**src/shared/tkbc_pkg.sv**
```systemverilog
/*
  constants and types shared by the touch key burst control block.
  assumes a single 250 MHz clock; all timing counts derive from the clock period.
*/
package tkbc_pkg;

  // run modes chosen by the mode/trigger pin
  typedef enum logic [1:0] {
    TKBC_FAST,
    TKBC_LOW_POWER,
    TKBC_TRIGGERED
  } tkbc_mode_e;

  localparam int CLK_PERIOD_NS = 4;

  // times as specified, in their own units
  localparam int FAST_GAP_US = 1000;
  localparam int LP_SLEEP_US = 80000;
  localparam int POWERUP_US = 100000;
  localparam int HEALTH_NS = 15000;
  localparam int MIN_PULSE_NS = 10000;
  localparam int SHORT_WIN_US = 1000;

  // least times round up to whole cycles
  localparam int FAST_GAP_CYC = (FAST_GAP_US * 1000 + CLK_PERIOD_NS - 1) / CLK_PERIOD_NS;
  localparam int LP_SLEEP_CYC = (LP_SLEEP_US * 1000 + CLK_PERIOD_NS - 1) / CLK_PERIOD_NS;
  localparam int POWERUP_CYC = (POWERUP_US * 1000 + CLK_PERIOD_NS - 1) / CLK_PERIOD_NS;
  localparam int HEALTH_CYC = (HEALTH_NS + CLK_PERIOD_NS - 1) / CLK_PERIOD_NS;
  localparam int MIN_PULSE_CYC = (MIN_PULSE_NS + CLK_PERIOD_NS - 1) / CLK_PERIOD_NS;
  localparam int SHORT_WIN_CYC = (SHORT_WIN_US * 1000 + CLK_PERIOD_NS - 1) / CLK_PERIOD_NS;

  localparam int TIMER_W = 25;
  localparam int MEAS_W = 12;

  // signal processing figures, in measurement counts
  localparam int THRESH = 10;
  localparam int HYST = 2;
  localparam int DI_LIMIT = 4;
  localparam int NEG_DRIFT_DIV = 2;
  localparam int POS_DRIFT_DIV = 16;
  localparam int RECAL_MEAS = 64;

  // spread spectrum swing in tenths of a percent, and dwell per step
  localparam int SPREAD_PERMILLE = 75;
  localparam int SPREAD_STEP_CYC = 4;
  localparam logic [7:0] TRIM_ZERO = 8'h00;

endpackage

```
**src/rtl/tkbc_sync.sv**
```systemverilog
/*
  two flip-flop synchroniser for one asynchronous level.
  assumes the input is a pin with no relation to clock.
*/
module tkbc_sync (
  input wire logic clock,
  input wire logic reset_n,
  input wire logic async_in,
  output logic sync_out
);

  logic meta_reg;
  logic meta_next;
  logic sync_next;

  // the first stage feeds only the second stage
  always_comb begin
    meta_next = async_in;
    sync_next = meta_reg;
    if (!reset_n) begin
      meta_next = 1'b0;
      sync_next = 1'b0;
    end
  end

  always_ff @(posedge clock) begin
    meta_reg <= meta_next;
    sync_out <= sync_next;
  end

endmodule

```
**src/rtl/tkbc_spread.sv**
```systemverilog
/*
  triangle modulator for the burst oscillator trim, in signed tenths of a percent.
  assumes burst_active stays high for the whole measurement burst.
*/
module tkbc_spread #(
  parameter int SWING = tkbc_pkg::SPREAD_PERMILLE,
  parameter int STEP_CYC = tkbc_pkg::SPREAD_STEP_CYC
) (
  input wire logic clock,
  input wire logic reset_n,
  input wire logic burst_active,
  output logic [7:0] trim_reg
);

  localparam logic [7:0] SWING_POS = 8'(SWING);
  localparam logic [7:0] SWING_NEG = 8'(-SWING);

  logic [7:0] trim_next;
  logic up_reg;
  logic up_next;
  logic [7:0] dwell_reg;
  logic [7:0] dwell_next;

  // sweep between both limits; idle returns to nominal so sleep draws no offset
  always_comb begin
    trim_next = trim_reg;
    up_next = up_reg;
    dwell_next = dwell_reg;
    if (!reset_n || !burst_active) begin
      trim_next = tkbc_pkg::TRIM_ZERO;
      up_next = 1'b1;
      dwell_next = 8'h00;
    end else if (dwell_reg != 8'(STEP_CYC - 1)) begin
      dwell_next = dwell_reg + 8'h01;
    end else begin
      dwell_next = 8'h00;
      if (up_reg) begin
        trim_next = trim_reg + 8'h01;
        if (trim_reg + 8'h01 == SWING_POS) up_next = 1'b0;
      end else begin
        trim_next = trim_reg - 8'h01;
        if (trim_reg - 8'h01 == SWING_NEG) up_next = 1'b1;
      end
    end
  end

  always_ff @(posedge clock) begin
    trim_reg <= trim_next;
    up_reg <= up_next;
    dwell_reg <= dwell_next;
  end

endmodule

```
**src/rtl/tkbc_top.sv**
```systemverilog
/*
  burst sequencer and detection logic for one capacitive touch key.
  assumes an analog front end that measures one burst per burst_req and
  returns meas_count with a one-cycle meas_valid; the pin is asynchronous.
*/
module tkbc_top #(
  parameter int FAST_GAP_CYC = tkbc_pkg::FAST_GAP_CYC,
  parameter int LP_SLEEP_CYC = tkbc_pkg::LP_SLEEP_CYC,
  parameter int POWERUP_CYC = tkbc_pkg::POWERUP_CYC,
  parameter int SHORT_WIN_CYC = tkbc_pkg::SHORT_WIN_CYC,
  parameter int RECAL_MEAS = tkbc_pkg::RECAL_MEAS
) (
  input wire logic clock,
  input wire logic reset_n,
  input wire logic mode_trigger_pin,
  input wire logic meas_valid,
  input wire logic [tkbc_pkg::MEAS_W-1:0] meas_count,
  output logic burst_req,
  output logic detect_out,
  output logic detect_oe,
  output logic output_valid,
  output logic [1:0] run_mode,
  output logic [7:0] osc_trim
);

  localparam int TW = tkbc_pkg::TIMER_W;
  localparam int DW = tkbc_pkg::MEAS_W + 1;

  typedef enum logic [1:0] {
    TKBC_ST_GAP,
    TKBC_ST_HEALTH,
    TKBC_ST_BURST
  } tkbc_state_e;

  // signed difference of two measurement values
  function automatic logic signed [DW-1:0] tkbc_diff(input logic [DW-2:0] a,
                                                     input logic [DW-2:0] b);
    tkbc_diff = $signed({1'b0, a}) - $signed({1'b0, b});
  endfunction

  logic pin_sync;
  logic pin_prev_reg, pin_prev_next;
  tkbc_state_e state_reg, state_next;
  tkbc_pkg::tkbc_mode_e mode_reg, mode_next;
  logic [TW-1:0] timer_reg, timer_next;
  logic [TW-1:0] idle_reg, idle_next;
  logic [TW-1:0] high_reg, high_next;
  logic rise_pend_reg, rise_pend_next;
  logic wake_reg, wake_next;
  logic [TW-1:0] pwr_reg, pwr_next;
  logic calib_reg, calib_next;
  logic [DW-2:0] ref_reg, ref_next;
  logic [2:0] integ_reg, integ_next;
  logic active_reg, active_next;
  logic [4:0] neg_reg, neg_next;
  logic [4:0] pos_reg, pos_next;
  logic [7:0] recal_reg, recal_next;
  logic burst_req_next, detect_out_next, detect_oe_next, output_valid_next;
  logic [1:0] run_mode_next;
  logic signed [DW-1:0] delta;
  logic hit;
  logic [TW-1:0] gap_len;

  tkbc_sync u_sync (
    .clock(clock),
    .reset_n(reset_n),
    .async_in(mode_trigger_pin),
    .sync_out(pin_sync)
  );

  // trim runs only while the front end is measuring
  tkbc_spread u_spread (
    .clock(clock),
    .reset_n(reset_n),
    .burst_active(state_reg == TKBC_ST_BURST),
    .trim_reg(osc_trim)
  );

  assign delta = tkbc_diff(meas_count, ref_reg);
  assign hit = delta >= DW'(tkbc_pkg::THRESH);

  // low-power spacing falls back to fast while the integrator is part-way
  always_comb begin
    if (mode_reg == tkbc_pkg::TKBC_LOW_POWER && integ_reg == 3'h0) begin
      gap_len = TW'(LP_SLEEP_CYC);
    end else begin
      gap_len = TW'(FAST_GAP_CYC);
    end
  end

  // sequencer, trigger edge handling and signal processing
  always_comb begin
    pin_prev_next = pin_sync;
    state_next = state_reg;
    mode_next = mode_reg;
    timer_next = timer_reg;
    idle_next = idle_reg;
    high_next = high_reg;
    rise_pend_next = rise_pend_reg;
    wake_next = 1'b0;
    pwr_next = pwr_reg;
    calib_next = calib_reg;
    ref_next = ref_reg;
    integ_next = integ_reg;
    active_next = active_reg;
    neg_next = neg_reg;
    pos_next = pos_reg;
    recal_next = recal_reg;
    burst_req_next = 1'b0;
    detect_oe_next = 1'b1;
    output_valid_next = output_valid;

    // power-up hold-off before the output means anything
    if (pwr_reg != TW'(POWERUP_CYC)) begin
      pwr_next = pwr_reg + TW'(1);
    end else begin
      output_valid_next = 1'b1;
    end

    // triggered mode edge watch; a short high pulse bursts only on its fall
    if (mode_reg == tkbc_pkg::TKBC_TRIGGERED) begin
      if (pin_sync != pin_prev_reg) begin
        idle_next = '0;
      end else if (idle_reg != TW'(LP_SLEEP_CYC)) begin
        idle_next = idle_reg + TW'(1);
      end
      if (pin_sync && !pin_prev_reg) begin
        rise_pend_next = 1'b1;
        high_next = '0;
      end else if (pin_sync && rise_pend_reg) begin
        high_next = high_reg + TW'(1);
        if (high_reg == TW'(SHORT_WIN_CYC - 1)) begin
          rise_pend_next = 1'b0; // long high: wakes once the short window has passed, before the fall
          wake_next = 1'b1;
        end
      end else if (!pin_sync && pin_prev_reg) begin
        rise_pend_next = 1'b0;
        // glitches under the minimum width are ignored
        if (!rise_pend_reg || high_reg >= TW'(tkbc_pkg::MIN_PULSE_CYC)) begin
          wake_next = 1'b1;
        end
      end
    end else begin
      idle_next = '0;
      rise_pend_next = 1'b0;
      high_next = '0;
    end

    case (state_reg)
      TKBC_ST_GAP: begin
        if (mode_reg == tkbc_pkg::TKBC_TRIGGERED) begin
          if (wake_reg) begin
            state_next = TKBC_ST_HEALTH;
            timer_next = '0;
          end else if (idle_reg == TW'(LP_SLEEP_CYC)) begin
            // quiet pin: back to free running, chosen by level
            mode_next = pin_sync ? tkbc_pkg::TKBC_FAST : tkbc_pkg::TKBC_LOW_POWER;
            state_next = TKBC_ST_HEALTH;
            timer_next = '0;
          end
        end else if (timer_reg >= gap_len) begin
          state_next = TKBC_ST_HEALTH;
          timer_next = '0;
        end else begin
          timer_next = timer_reg + TW'(1);
        end
      end
      TKBC_ST_HEALTH: begin
        detect_oe_next = 1'b0;
        // pad stays released for the full HEALTH_CYC samples before the burst
        if (timer_reg == TW'(tkbc_pkg::HEALTH_CYC)) begin
          detect_oe_next = 1'b1;
          burst_req_next = 1'b1;
          state_next = TKBC_ST_BURST;
          timer_next = '0;
        end else begin
          timer_next = timer_reg + TW'(1);
        end
      end
      TKBC_ST_BURST: begin
        if (meas_valid) begin
          state_next = TKBC_ST_GAP;
          timer_next = '0;
          // pin level sets the mode only here or at the idle timeout in the gap, so modes never change mid-burst
          if (!pin_sync && mode_reg == tkbc_pkg::TKBC_FAST) begin
            mode_next = tkbc_pkg::TKBC_TRIGGERED;
          end else if (pin_sync && mode_reg == tkbc_pkg::TKBC_LOW_POWER) begin
            mode_next = tkbc_pkg::TKBC_FAST;
          end else begin
            mode_next = mode_reg;
          end
          if (!calib_reg) begin
            calib_next = 1'b1; // first burst sets the reference
            ref_next = meas_count;
          end else begin
            if (active_reg) begin
              // release only below threshold less hysteresis
              if (delta < DW'(tkbc_pkg::THRESH - tkbc_pkg::HYST)) begin
                active_next = 1'b0;
                integ_next = 3'h0;
              end
            end else if (hit && mode_reg == tkbc_pkg::TKBC_TRIGGERED) begin
              active_next = 1'b1;
              integ_next = 3'h0;
            end else if (hit) begin
              if (integ_reg == 3'(tkbc_pkg::DI_LIMIT - 1)) begin
                active_next = 1'b1;
                integ_next = 3'h0;
              end else begin
                integ_next = integ_reg + 3'h1;
              end
            end else begin
              integ_next = 3'h0;
            end
            // drift tracking frozen during a detection; falling side is quicker
            if (!active_reg && !hit) begin
              if (delta < 0) begin
                pos_next = '0;
                if (neg_reg == 5'(tkbc_pkg::NEG_DRIFT_DIV - 1)) begin
                  neg_next = '0;
                  ref_next = ref_reg - (DW - 1)'(1);
                end else begin
                  neg_next = neg_reg + 5'h01;
                end
              end else if (delta > 0) begin
                neg_next = '0;
                if (pos_reg == 5'(tkbc_pkg::POS_DRIFT_DIV - 1)) begin
                  pos_next = '0;
                  ref_next = ref_reg + (DW - 1)'(1);
                end else begin
                  pos_next = pos_reg + 5'h01;
                end
              end
            end
            // timeout counts strongly negative measurements, never detections
            if (delta <= -DW'(tkbc_pkg::THRESH)) begin
              if (recal_reg == 8'(RECAL_MEAS - 1)) begin
                recal_next = 8'h00;
                ref_next = meas_count;
              end else begin
                recal_next = recal_reg + 8'h01;
              end
            end else begin
              recal_next = 8'h00;
            end
          end
        end
      end
      default: begin
        state_next = TKBC_ST_GAP;
        timer_next = '0;
      end
    endcase

    detect_out_next = active_next && output_valid_next;
    run_mode_next = mode_next;

    if (!reset_n) begin
      pin_prev_next = 1'b0;
      state_next = TKBC_ST_GAP;
      mode_next = tkbc_pkg::TKBC_FAST;
      timer_next = '0;
      idle_next = '0;
      high_next = '0;
      rise_pend_next = 1'b0;
      wake_next = 1'b0;
      pwr_next = '0;
      calib_next = 1'b0;
      ref_next = '0;
      integ_next = 3'h0;
      active_next = 1'b0;
      neg_next = '0;
      pos_next = '0;
      recal_next = 8'h00;
      burst_req_next = 1'b0;
      detect_out_next = 1'b0;
      detect_oe_next = 1'b1;
      output_valid_next = 1'b0;
      run_mode_next = 2'h0;
    end
  end

  always_ff @(posedge clock) begin
    pin_prev_reg <= pin_prev_next;
    state_reg <= state_next;
    mode_reg <= mode_next;
    timer_reg <= timer_next;
    idle_reg <= idle_next;
    high_reg <= high_next;
    rise_pend_reg <= rise_pend_next;
    wake_reg <= wake_next;
    pwr_reg <= pwr_next;
    calib_reg <= calib_next;
    ref_reg <= ref_next;
    integ_reg <= integ_next;
    active_reg <= active_next;
    neg_reg <= neg_next;
    pos_reg <= pos_next;
    recal_reg <= recal_next;
    burst_req <= burst_req_next;
    detect_out <= detect_out_next;
    detect_oe <= detect_oe_next;
    output_valid <= output_valid_next;
    run_mode <= run_mode_next;
  end

endmodule

```
**config.mk**
```make
export PLATFORM = sky130hd
export DESIGN_NAME = tkbc_top
export DESIGN_NICKNAME = d
export VERILOG_FILES = /design/src/shared/tkbc_pkg.sv /design/src/rtl/tkbc_sync.sv /design/src/rtl/tkbc_spread.sv /design/src/rtl/tkbc_top.sv
export SDC_FILE = /design/constraint.sdc
export NUM_CORES = 1
export LEC_CHECK = 0
export ABC_AREA = 1
export BUFFER_PORTS_ARGS = -buffer_cell sky130_fd_sc_hd__buf_2
export CAP_MARGIN = 10
export CORE_ASPECT_RATIO = 2
export CORE_UTILIZATION = 30
export DETAILED_ROUTE_END_ITERATION = 12
export GPL_TIMING_DRIVEN = 0
export HOLD_SLACK_MARGIN = 0.06
export PLACE_DENSITY = 0.51
export SKIP_LAST_GASP = 1
export SLEW_MARGIN = 20
export SYNTH_ARGS = -nofsm -noshare
export SYNTH_HDL_FRONTEND = slang
export SYNTH_HIERARCHICAL = 1
export SYNTH_SLANG_ARGS = --single-unit
```
**constraint.sdc**
```tcl
create_clock -name clock -period 8.56 [get_ports clock]
set_input_delay 1.712 -clock clock [delete_from_list [all_inputs] [get_ports clock]]
set_output_delay 1.712 -clock clock [all_outputs]
set_load 0.05 [all_outputs]
```
==> key figures, run 1 <==
Run status
  • Status: finished clean

Power
  • Seq pwr share: 46.2%
  • Sw Pwr: 0.4660 mW
  • Switching Share: roughly 28%
  • Clock network fraction of design power: between 40% and 50%
  • Static Leak: between 4 and 5 nW
  • Total power draw: about 1.7 mW
  • PwrDens: around 140 nW/um^2
  • Combinational group share of total power: about 8.4%
  • Int Power: about 1.2 mW
  • Peak supply drop: around 140 uV

Worst setup path
  • Crit-path max cell delay: approximately 0.4 ns
  • Worst setup EP type: flop
  • Crit Path Max Fanout: 10
  • Req. time, crit path: 8.88 ns
  • Startpoint Class: input pin
  • Worst reg2reg path startpoint: integ_reg[0]$_SDFFE_PN0P_
  • Critical path type: input pin to flop
  • Critical path's top delay family: simple AND/OR/NAND/NOR gates
  • Crit-path slowest cell: fa_1
  • Reg2reg end: timer_reg[11]$_SDFFE_PN0P_
  • Reg2reg path depth: 17
  • Critical Path AT: between 4 and 5 ns
  • Critical-path cell list: buf_2, inv_1, ha_1, fa_1, inv_1, nand3_1, nand2_2, nand2_2, nand3b_1, nand2_2, a21oi_1, nand4_1, nand3_1, nand2_1, inv_1, buf_2, nand3_1, nand2_1, a21oi_1
  • CP bufs+invs: 5
  • FF-to-FF setup slack: ~4.8 ns

STA
  • Final hold slack: approximately 0.4 ns
  • Final hold vios: 0
  • Final min period: between 4 and 5 ns
  • # setup viols final: 0
  • Slew @ Worst Pin: 0.8146 ns
  • Max-slew headroom: approximately 45%
  • Fin crit share: about half
  • Maximum clock frequency: around 240 MHz
  • Worst Slack Setup Final: 4.451 ns
  • Slew Limit Fails: 0
  • Clk_skew: ~0.012 ns
  • Setup TNS: 0 ns
  • Unrepaired setup endpoints after global routing: false

Synthesis
  • Synthesized instance count: ~1600
  • Yosys top cell area share: between 30% and 40%
  • Post-synth cell types: 54
  • Leading area contributor after synthesis: dfxtp_1
  • Total number of yosys warnings: 6
  • EDFF count, synth: 0
  • Post-Synth XOR/XNOR Area: under 10%
  • Sequential-to-total area share from yosys stat: a little under a third
  • Mux share of post-synthesis cell area: 0%
  • Post-Synth Simple-Gate Area: ~34%
  • Mapped Area: 10420 um^2
  • Synth Register Bits: 165
  • Main combinational cell family by area after synthesis: simple AND/OR/NAND/NOR gates
  • Syn avg cell area: 6.461 um^2
  • Syn Nets: ~1700
  • Main flop type after synthesis: dfxtp_1
  • Adder-cell share of the synthesized area: 6.075%
  • Post-synth ARST share: 0%
  • Main area contributors after synthesis: dfxtp_1 32%, nand2_1 13%, inv_1 9.7%, a21oi_1 6.1%, ha_1 5.9%
  • Compound-Gate Fraction of Synth Area: between 10% and 20%

Clock tree
  • Post-CTS Hold Buffers: 0
  • Clk slew on worst S/H paths: around 0.07 ns
  • Post-CTS Setup Inserts: 0
  • CTS root buf: clkbuf_16
  • TritonCTS clock tree: built
  • CTS H-Tree Depth: 4
  • CTS buffer count: 17
  • Clock buffer depth: 2
  • Post_cts resized: 0
  • Clk_lat worst skew: around 0.45 ns
  • Clock tree sinks: ~170

Die
  • Num rows: 96
  • DIE AREA: around 36000 um^2
  • Top Ports: 30
  • Core box area: 34230 um^2
  • Initial core utilization: 30.44%
  • Chip height: between 200 and 300 um
  • Die W: 133.8 um

Place
  • Placed instance count: ~2100
  • Setup WS pre-CTS: ~4.0 ns
  • Placer Congestion: around 0.96
  • Port Buffers: 29
  • Placed Area: approximately 11000 um^2
  • HPWL after DPL: approximately 24 mm

GRT
  • Vias in the first global route: 10380
  • Largest net degree at the start of global routing: 17
  • Antenna violations before repair: 0
  • Grt ovf: 0
  • Met2 Usage GRT: a little over a third
  • Gr busiest metal: met2
  • M3 GR Usage: under 10%
  • First-pass GRT wire length: between 40 and 50 mm
  • Global Route Usage Sum: 17.25%
  • Met1 Usage GRT: 15.26%

Finish
  • Final-stage net count: 1727
  • Antenna Cells: 0
  • Area growth syn-to-layout: 12.14%
  • Layout cells sized above 1: 7.407%
  • Final instance area: around 12000 um^2
  • Finished Core Util: between 30 and 40%
  • Non-Filler Instances: about 2100

Routing
  • Final wirelength: a little under 30 mm
  • Total number of vias: ~10000
  • Routed Antenna Nets: 0
  • Routed length per instance: roughly 14 um
  • DRC: 0
  • Via/cell ratio: between 4 and 5
  • 1st-pass router iterations: 5
  • DR iter-0 viols: approximately 380

Run
  • Max_cap viols: 0

Hold path
  • Hold Path Stages: 2
  • Hold path endpoint: u_sync/sync_out$_SDFF_PN0_
  • Tightest Hold Check Type: flop to flop
  • Hold_sp: u_sync/meta_reg$_SDFF_PN0_
-- cell type report --
type / count / area [um^2]
inverter: 282 / 1061
fill: 3797 / 22550
tap: 441 / 551.8
timing repair buffer: 29 / 145.1
clock inverter: 15 / 142.6
multi-input combinational: 1134 / 5904
sequential: 165 / 3303
clock buffer: 17 / 425.4
buffer: 32 / 152.6
-- worst reg2reg max path, stage by stage (launching register included) --
cell	delay, ns
dfxtp_1	0.33
inv_1	0.08
ha_1	0.16
nand4_1	0.46
inv_1	0.38
ha_1	0.32
a21o_1	0.16
o21ai_0	0.20
o211ai_1	0.12
nand2_1	0.07
nand4_1	0.16
nand3b_1	0.21
nand2_1	0.34
inv_2	0.20
buf_2	0.25
o22ai_1	0.14
nand2_1	0.07
inv_1	0.06
-- routing by layer --
metal,up-vias,wire length [um]
met2,138,17180
li1,5364,-
met1,4752,10550
met5,-,0
met4,0,1139
met3,69,673
-- placed cells by master, fill, tap and decap left out, types with 6 or more instances in the layout --
cell type / n
inv_6: 6
inv_1: 270
nand3_2: 6
buf_2: 37
inv_2: 10
nor2_2: 8
clkbuf_16: 17
dfxtp_1: 165
nand3_1: 95
o21ai_0: 74
ha_1: 49
clkbuf_1: 19
nor3_1: 68
a31oi_1: 6
nand2_1: 364
a21oi_1: 126
nor4_1: 20
o211ai_1: 6
nand2_2: 7
nor2_1: 147
nand4_1: 48
o22ai_1: 21
xor2_1: 31
-- synth_stat cells, drive strengths merged (5+ instances only) --
| cell | number |
|---|---|
| nor3 | 70 |
| o21ai | 80 |
| o211ai | 6 |
| a211oi | 5 |
| buf | 13 |
| a31oi | 6 |
| o22ai | 21 |
| or2 | 5 |
| nand3 | 102 |
| nor2 | 160 |
| nand3b | 5 |
| a21oi | 128 |
| xor2 | 31 |
| inv | 281 |
| ha | 49 |
| nor4 | 21 |
| clkbuf | 19 |
| nand4 | 49 |
| dfxtp | 165 |
| nand2 | 372 |
-- worst max-delay path by stage --
stage | start | to | slack (ns) | cells after the start
2_1_floorplan | meas_count[0] | neg_reg[4]$_SDFFE_PN0P_ | 4.62 | 19
3_3_place_gp | meas_count[9] | ref_reg[7]$_SDFFE_PN0P_ | 3.97 | 16
3_5_place_dp | meas_count[9] | ref_reg[7]$_SDFFE_PN0P_ | 3.97 | 16
4_1_cts | meas_count[9] | ref_reg[7]$_SDFFE_PN0P_ | 4.44 | 16
5_1_grt | meas_count[0] | ref_reg[0]$_SDFFE_PN0P_ | 4.16 | 22
6_report | meas_count[0] | ref_reg[7]$_SDFFE_PN0P_ | 4.45 | 19
-- logic make-up (layout without fill, tap and decap cells) --
group                      after synthesis  count (layout)
AOI/OAI and AO/OA                      258             258
xor gates and xnor gates                33              33
adders and majority gates               50              50
buffers and inverters                  314             375
DFF                                    165             165
and+or+nand+nor                        793             793
-- power by group through the flow --
stage | registers [mW] | logic, mW | clock network [mW]
2_1_floorplan | 0.799 | 0.0975 | 0
3_3_place_gp | 0.799 | 0.141 | 0
3_5_place_dp | 0.799 | 0.142 | 0
4_1_cts | 0.781 | 0.143 | 0.793
5_1_grt | 0.782 | 0.161 | 0.818
6_report | 0.781 | 0.142 | 0.767
No activity file was read; power rests on OpenSTA's default activity.
==> inputs of run 2 (changes only) <==
- clock period: 8.56 -> 4.21 ns (I/O delays scaled with it)
==> run 2 against run 1 <==
  * Cell count stayed put
  * Critical path depth is 2 lower
  * Global-route usage hardly changed
  * Die area stayed put
  * Setup slack worse by 4.0 ns
  * Hold slack hardly changed
  * First-iteration DRC count is 0.80% lower
  * Clock power is 100% higher
==> key figures, run 2 (same netlist as run 1, synthesis figures left out) <==
Worst setup path
  • Reg2reg end: timer_reg[11]$_SDFFE_PN0P_
  • Critical path type: flop to flop
  • Worst reg2reg path startpoint: integ_reg[0]$_SDFFE_PN0P_
  • Setup crit start: integ_reg[0]$_SDFFE_PN0P_
  • Critical-path cell list: inv_1, ha_1, nand4_1, inv_1, ha_1, a21o_1, o21ai_0, o211ai_1, nand2_1, nand4_1, nand3b_1, nand2_1, inv_2, buf_2, o22ai_1, nand2_1, inv_1
  • CP bufs+invs: 5 (unchanged)
  • FF-to-FF setup slack: 0.45 ns (-4.35 ns)
  • Startpoint Class: flop
  • Critical path's top delay family: simple AND/OR/NAND/NOR gates
  • Crit Path Max Fanout: 10 (unchanged)
  • Reg2reg path depth: 17 (unchanged)
  • Req. time, crit path: 4.60 ns (-4.28 ns)
  • Critical Path AT: 4.15 ns (-0.28 ns)
  • Crit-path max cell delay: 0.46 ns (+0.05 ns)
  • Worst setup EP type: flop
  • Crit-path slowest cell: nand4_1

Finish
  • Final instance area: 11690 um^2 (unchanged)
  • Area growth syn-to-layout: 12.14% (unchanged)
  • Finished Core Util: 34.14% (unchanged)
  • Commonest non-fill, non-tap cell in the layout: nand2_1
  • Fillers: 3797 (unchanged)
  • Final-stage net count: 1727 (unchanged)
  • Layout cells sized above 1: 7.407% (unchanged)
  • Antenna Cells: 0 (unchanged)
  • Leading cell types in the layout, fill and taps excluded: 364 x nand2_1, 270 x inv_1, 165 x dfxtp_1, 147 x nor2_1, 126 x a21oi_1

Power
  • Sw Pwr: 0.9483 mW (+100%)
  • PwrDens: 294.2 nW/um^2 (+100%)
  • Int Power: 2.489 mW (+100%)
  • Switching Share: 27.59% (about the same)
  • Combinational group share of total power: 8.4% (about the same)
  • Seq pwr share: 46.2% (about the same)
  • Clock network fraction of design power: 45.4% (about the same)
  • Peak supply drop: 283.4 uV (+100%)
  • Static Leak: 4.626 nW (unchanged)

Routing
  • DRC: 0 (unchanged)
  • Total number of vias: 10320 (-0.077%)
  • DR iter-0 viols: 372 (-0.80%)
  • Final wirelength: 29.55 mm (about the same)
  • Routed Antenna Nets: 0 (unchanged)
  • Routed length per instance: 13.97 um (about the same)
  • 1st-pass router iterations: 5 (unchanged)
  • Via/cell ratio: 4.877 (about the same)

Clock tree
  • CTS buffer count: 17 (unchanged)
  • Post-CTS Hold Buffers: 0 (unchanged)
  • Clk_lat worst skew: 0.45 ns (about the same)
  • CTS root buf: clkbuf_16
  • Post_cts resized: 0 (unchanged)
  • TritonCTS clock tree: built
  • CTS H-Tree Depth: 4 (unchanged)
  • Clk slew on worst S/H paths: 0.07 ns (about the same)
  • Post-CTS Setup Inserts: 0 (unchanged)
  • Clock tree sinks: 165 (unchanged)
  • Clock buffer depth: 2 (unchanged)

STA
  • Final min period: around 3.8 ns
  • Maximum clock frequency: between 200 and 300 MHz
  • # setup viols final: 0 (unchanged)
  • Max-slew headroom: 45.19% (unchanged)
  • Fin crit share: between 80% and 90%
  • Slew @ Worst Pin: 0.8146 ns (-0.00000005960 ns)
  • Setup TNS: 0 ns (unchanged)
  • Unrepaired setup endpoints after global routing: false
  • Final hold vios: 0 (unchanged)
  • Clk_skew: 0.01241 ns (+0.0008985 ns)
  • Slew Limit Fails: 0 (unchanged)

Die
  • Initial core utilization: 30.44% (unchanged)
  • Die W: 133.8 um (unchanged)
  • DIE AREA: 35530 um^2 (unchanged)
  • Chip height: 265.6 um (unchanged)
  • Num rows: 96 (unchanged)
  • Core box area: 34230 um^2 (unchanged)
  • Top Ports: 30 (unchanged)

GRT
  • Antenna violations before repair: 0 (unchanged)
  • Vias in the first global route: 10360 (-0.21%)
  • Largest net degree at the start of global routing: 17 (unchanged)
  • Grt ovf: 0 (unchanged)
  • Global Route Usage Sum: 17.25% (about the same)
  • First-pass GRT wire length: 48.63 mm (about the same)

Hold path
  • Hold path endpoint: u_sync/sync_out$_SDFF_PN0_
  • Hold_sp: u_sync/meta_reg$_SDFF_PN0_
  • Tightest Hold Check Type: flop to flop
  • Hold Path Stages: 2 (unchanged)

Place
  • Placed Area: 11120 um^2 (unchanged)
  • HPWL after DPL: 23.64 mm (unchanged)
  • Port Buffers: 29 (unchanged)
  • Placer Congestion: 0.9560 (unchanged)

Run
  • Max_cap viols: 0 (unchanged)

Run status
  • Status: finished clean
## run 2: cell counts in the layout (fill, tap and decap cells not counted)
No cell type changed its count.
## run 2: area by class of cell
| cell class | instances | area [um^2] | area share [%] |
|---|---|---|---|
| Clock inverter | 15 | 142.6 | 1.221 |
| Buffer | 32 | 152.6 | 1.306 |
| Inverter | 282 | 1061 | 9.079 |
| Tap cell | 441 | 551.8 | 4.722 |
| Clock buffer | 17 | 425.4 | 3.640 |
| Sequential cell | 165 | 3303 | 28.27 |
| Multi-Input combinational cell | 1134 | 5904 | 50.52 |
| Timing Repair Buffer | 29 | 145.1 | 1.242 |
## run 2: power groups by stage
stage	Combinational (mW)	Clock, mW	Sequential (mW)
detailed placement	0.289	0	1.62
floorplan	0.198	0	1.62
global route	0.328	1.66	1.59
CTS	0.290	1.61	1.59
finish	0.288	1.56	1.59
global placement	0.286	0	1.62
## run 2: per-layer routing
layer | GRT usage (%) | share of wire, % | wire, um | vias to the layer above
met1 | 15.30 | 36 | 10590 | 4732
met4 | 8.999 | 3.7 | 1094 | 0
met2 | 35.86 | 58 | 17180 | 150
met3 | 2.497 | 2.3 | 682 | 68
li1 | - | - | - | 5365
met5 | 0 | 0 | 0 | -
## run 2: worst max path at each step
| stage | to | cells past startpoint |
|---|---|---|
| global route | timer_reg[11]$_SDFFE_PN0P_ | 17 |
| floorplan | neg_reg[4]$_SDFFE_PN0P_ | 19 |
| global placement | timer_reg[2]$_SDFFE_PN0P_ | 17 |
| CTS | timer_reg[11]$_SDFFE_PN0P_ | 17 |
| detailed placement | timer_reg[24]$_SDFFE_PN0P_ | 17 |
| finish | timer_reg[11]$_SDFFE_PN0P_ | 17 |
## run 2: tightest hold or removal path, delay by kind of cell (launching register included)
family        cells  cell delay, ns
simple gates      1            0.04
buf+inv           1            0.03
flops             1            0.30
## run 2: metrics by stage
step	setup WS, ns	std cells	total power, mW	hold WS [ns]
2_1_floorplan	1.144	1613	1.822	0.3856
3_3_place_gp	0.4554	2083	1.911	0.3970
3_5_place_dp	0.4602	2083	1.913	0.3932
4_1_cts	0.4269	2115	3.492	0.4083
5_1_grt	0.1354	2115	3.580	0.4397
6_report	0.4500	2115	3.438	0.4075
==> inputs of run 3 (changes only) <==
--- a/config.mk
+++ b/config.mk
@@ -7,6 +7,7 @@
 export LEC_CHECK = 0
 export ABC_AREA = 1
+export ABC_CLOCK_PERIOD_IN_PS = 4210
 export BUFFER_PORTS_ARGS = -buffer_cell sky130_fd_sc_hd__buf_2
-export CAP_MARGIN = 10
+export CAP_MARGIN = 20
 export CORE_ASPECT_RATIO = 2
 export CORE_UTILIZATION = 30
==> constraint.sdc (replaced) <==
create_clock -name clock -period 4.21 [get_ports clock]
set_input_delay 0.2105 -clock clock [delete_from_list [all_inputs] [get_ports clock]]
set_output_delay 0.2105 -clock clock [all_outputs]
set_load 0.05 [all_outputs]
==> run 3 against run 2 <==
  * Critical endpoint unchanged
  * Clock-buffer cell count unchanged
  * Highest routed layer unchanged
  * Setup slack better by 0.0034 ns
  * Critical path depth unchanged
  * Hold slack worse by 0.30 ns
  * Sequential power barely moved
  * Die area stayed put
  * Critical path type unchanged
==> key figures, run 3 (same netlist as run 1, synthesis figures left out) <==
STA
  • Unrepaired setup endpoints after global routing: false
  • # setup viols final: 0 (unchanged)
  • Slew @ Worst Pin: 0.8147 ns (+0.00005221 ns)
  • Setup TNS: 0 ns (unchanged)
  • Slew Limit Fails: 0 (unchanged)
  • Clk_skew: 0.01090 ns (-0.001508 ns)
  • Max-slew headroom: 45.19% (about the same)
  • Final min period: 3.757 ns (-0.003358 ns)
  • Fin crit share: 89.23% (about the same)
  • Maximum clock frequency: 266.2 MHz (about the same)
  • Final hold vios: 0 (unchanged)

GRT
  • First-pass GRT wire length: 48.66 mm (about the same)
  • Global Route Usage Sum: 17.26% (about the same)
  • Largest net degree at the start of global routing: 17 (unchanged)
  • Vias in the first global route: 10370 (+0.12%)
  • Antenna violations before repair: 0 (unchanged)
  • Grt ovf: 0 (unchanged)

Worst setup path
  • FF-to-FF setup slack: 0.45 ns (about the same)
  • Worst setup EP type: flop
  • Startpoint Class: flop
  • Crit Path Max Fanout: 10 (unchanged)
  • Critical path type: flop to flop
  • Worst reg2reg path startpoint: integ_reg[0]$_SDFFE_PN0P_
  • Reg2reg path depth: 17 (unchanged)
  • Req. time, crit path: 4.60 ns (about the same)
  • Reg2reg end: timer_reg[11]$_SDFFE_PN0P_
  • Critical Path AT: 4.15 ns (about the same)

Finish
  • Area growth syn-to-layout: 12.43%
  • Layout cells sized above 1: 7.394% (-0.013 points)
  • Non-Filler Instances: 2118 (+0.14%)
  • Commonest non-fill, non-tap cell in the layout: nand2_1
  • Finished Core Util: 34.23% (+0.088 points)
  • Leading cell types in the layout, fill and taps excluded: 364 x nand2_1, 270 x inv_1, 165 x dfxtp_1, 147 x nor2_1, 126 x a21oi_1
  • Antenna Cells: 0 (unchanged)
  • Final-stage net count: 1730 (+0.17%)
  • Fillers: 3795 (-0.053%)

Die
  • Core box area: 34230 um^2 (unchanged)
  • Die W: 133.8 um (unchanged)
  • Initial core utilization: 30.44% (unchanged)
  • DIE AREA: 35530 um^2 (unchanged)
  • Num rows: 96 (unchanged)
  • Chip height: 265.6 um (unchanged)
  • Top Ports: 30 (unchanged)

Run status
  • Status: finished clean

Routing
  • DRC: 0 (unchanged)
  • 1st-pass router iterations: 5 (unchanged)
  • Routed length per instance: 13.96 um (-0.10%)
  • Via/cell ratio: 4.873 (about the same)
  • Final wirelength: 29.57 mm (about the same)
  • DR iter-0 viols: 412 (+11%)
  • Total number of vias: 10320 (+0.048%)
  • Routed Antenna Nets: 0 (unchanged)

Power
  • PwrDens: 293.6 nW/um^2 (-0.18%)
  • Static Leak: 4.637 nW (+0.24%)
  • Peak supply drop: 283.9 uV (+0.17%)

Clock tree
  • Clock buffer depth: 2 (unchanged)
  • CTS H-Tree Depth: 4 (unchanged)
  • Clk_lat worst skew: 0.45 ns (about the same)
  • Clock tree sinks: 165 (unchanged)
  • TritonCTS clock tree: built
  • Post_cts resized: 0 (unchanged)
  • CTS root buf: clkbuf_16
  • Clk slew on worst S/H paths: 0.07 ns (about the same)
  • CTS buffer count: 17 (unchanged)

Place
  • Port Buffers: 29 (unchanged)
  • Placed instance count: 2083 (unchanged)
  • Placer Congestion: 0.9560 (unchanged)
  • HPWL after DPL: 23.64 mm (unchanged)

Hold path
  • Hold_sp: meas_valid
  • Hold Path Stages: 4 (+2)
  • Hold path endpoint: state_reg[1]$_SDFFE_PN0P_
  • Tightest Hold Check Type: input pin to flop

Run
  • Max_cap viols: 0 (unchanged)
[run 3: area by class of cell]
class / count / area, um^2 / share of cell area (%)
multi-input combinational: 1134 / 5904 / 50.40
sequential: 165 / 3303 / 28.19
inverter: 282 / 1061 / 9.056
tap: 441 / 551.8 / 4.710
clock buffer: 17 / 425.4 / 3.631
timing repair buffer: 32 / 175.2 / 1.495
buffer: 32 / 152.6 / 1.303
clock inverter: 15 / 142.6 / 1.217
[run 3: worst max-delay path, stage by stage (launching register included)]
cell and delay [ns]:
dfxtp_1 0.33, inv_1 0.07, ha_1 0.16, nand4_1 0.46, inv_1 0.38, ha_1 0.32, a21o_1 0.16, o21ai_0 0.20
o211ai_1 0.12, nand2_1 0.07, nand4_1 0.16, nand3b_1 0.21, nand2_1 0.34, inv_2 0.20, buf_2 0.25, o22ai_1 0.14
nand2_1 0.07, inv_1 0.06
[run 3: routing by layer]
| metal | routed length [um] | part of all wire [%] | global-route usage (%) | up-vias |
|---|---|---|---|---|
| met5 | 0 | 0 | 0 | - |
| met4 | 1120 | 3.8 | 8.999 | 0 |
| met3 | 651 | 2.2 | 2.497 | 69 |
| met2 | 17180 | 58 | 35.89 | 143 |
| met1 | 10610 | 36 | 15.30 | 4738 |
| li1 | - | - | - | 5370 |
[run 3: power by group]
group | internal [mW] | total [mW] | leakage, nW | switching, mW
Combinational | 0.0878 | 0.290 | 3.03 | 0.202
Clock | 0.829 | 1.56 | 0.275 | 0.733
Sequential | 1.57 | 1.59 | 1.33 | 0.0143
[run 3: worst max-delay path by stage]
stage	startpoint	endpoint	slack [ns]	depth (start not counted)
floorplan	mode_reg[0]$_SDFFE_PN0P_	timer_reg[24]$_SDFFE_PN0P_	1.26	15
global placement	integ_reg[0]$_SDFFE_PN0P_	timer_reg[2]$_SDFFE_PN0P_	0.46	17
detailed placement	integ_reg[0]$_SDFFE_PN0P_	timer_reg[24]$_SDFFE_PN0P_	0.46	17
CTS	integ_reg[0]$_SDFFE_PN0P_	timer_reg[11]$_SDFFE_PN0P_	0.43	17
global route	integ_reg[0]$_SDFFE_PN0P_	timer_reg[11]$_SDFFE_PN0P_	0.14	17
finish	integ_reg[0]$_SDFFE_PN0P_	timer_reg[11]$_SDFFE_PN0P_	0.45	17
[run 3: repair_timing]
item / CTS / global route
hold endpoints to repair: 2 / 0
buffers inserted: 0 / 0
hold buffers: 3 / 0
[run 3: stage by stage]
stage          hold slack [ns]  power, mW  worst slack (ns)  area, um^2
3_5_place_dp            0.3932      1.913            0.4602       11120
5_1_grt                 0.1181      3.582            0.1354       11720
3_3_place_gp            0.3961      1.911            0.4554       11120
2_1_floorplan           0.3040      1.822             1.256       10420
6_report                0.1098      3.440            0.4534       11720
4_1_cts                0.08393      3.494            0.4269       11720
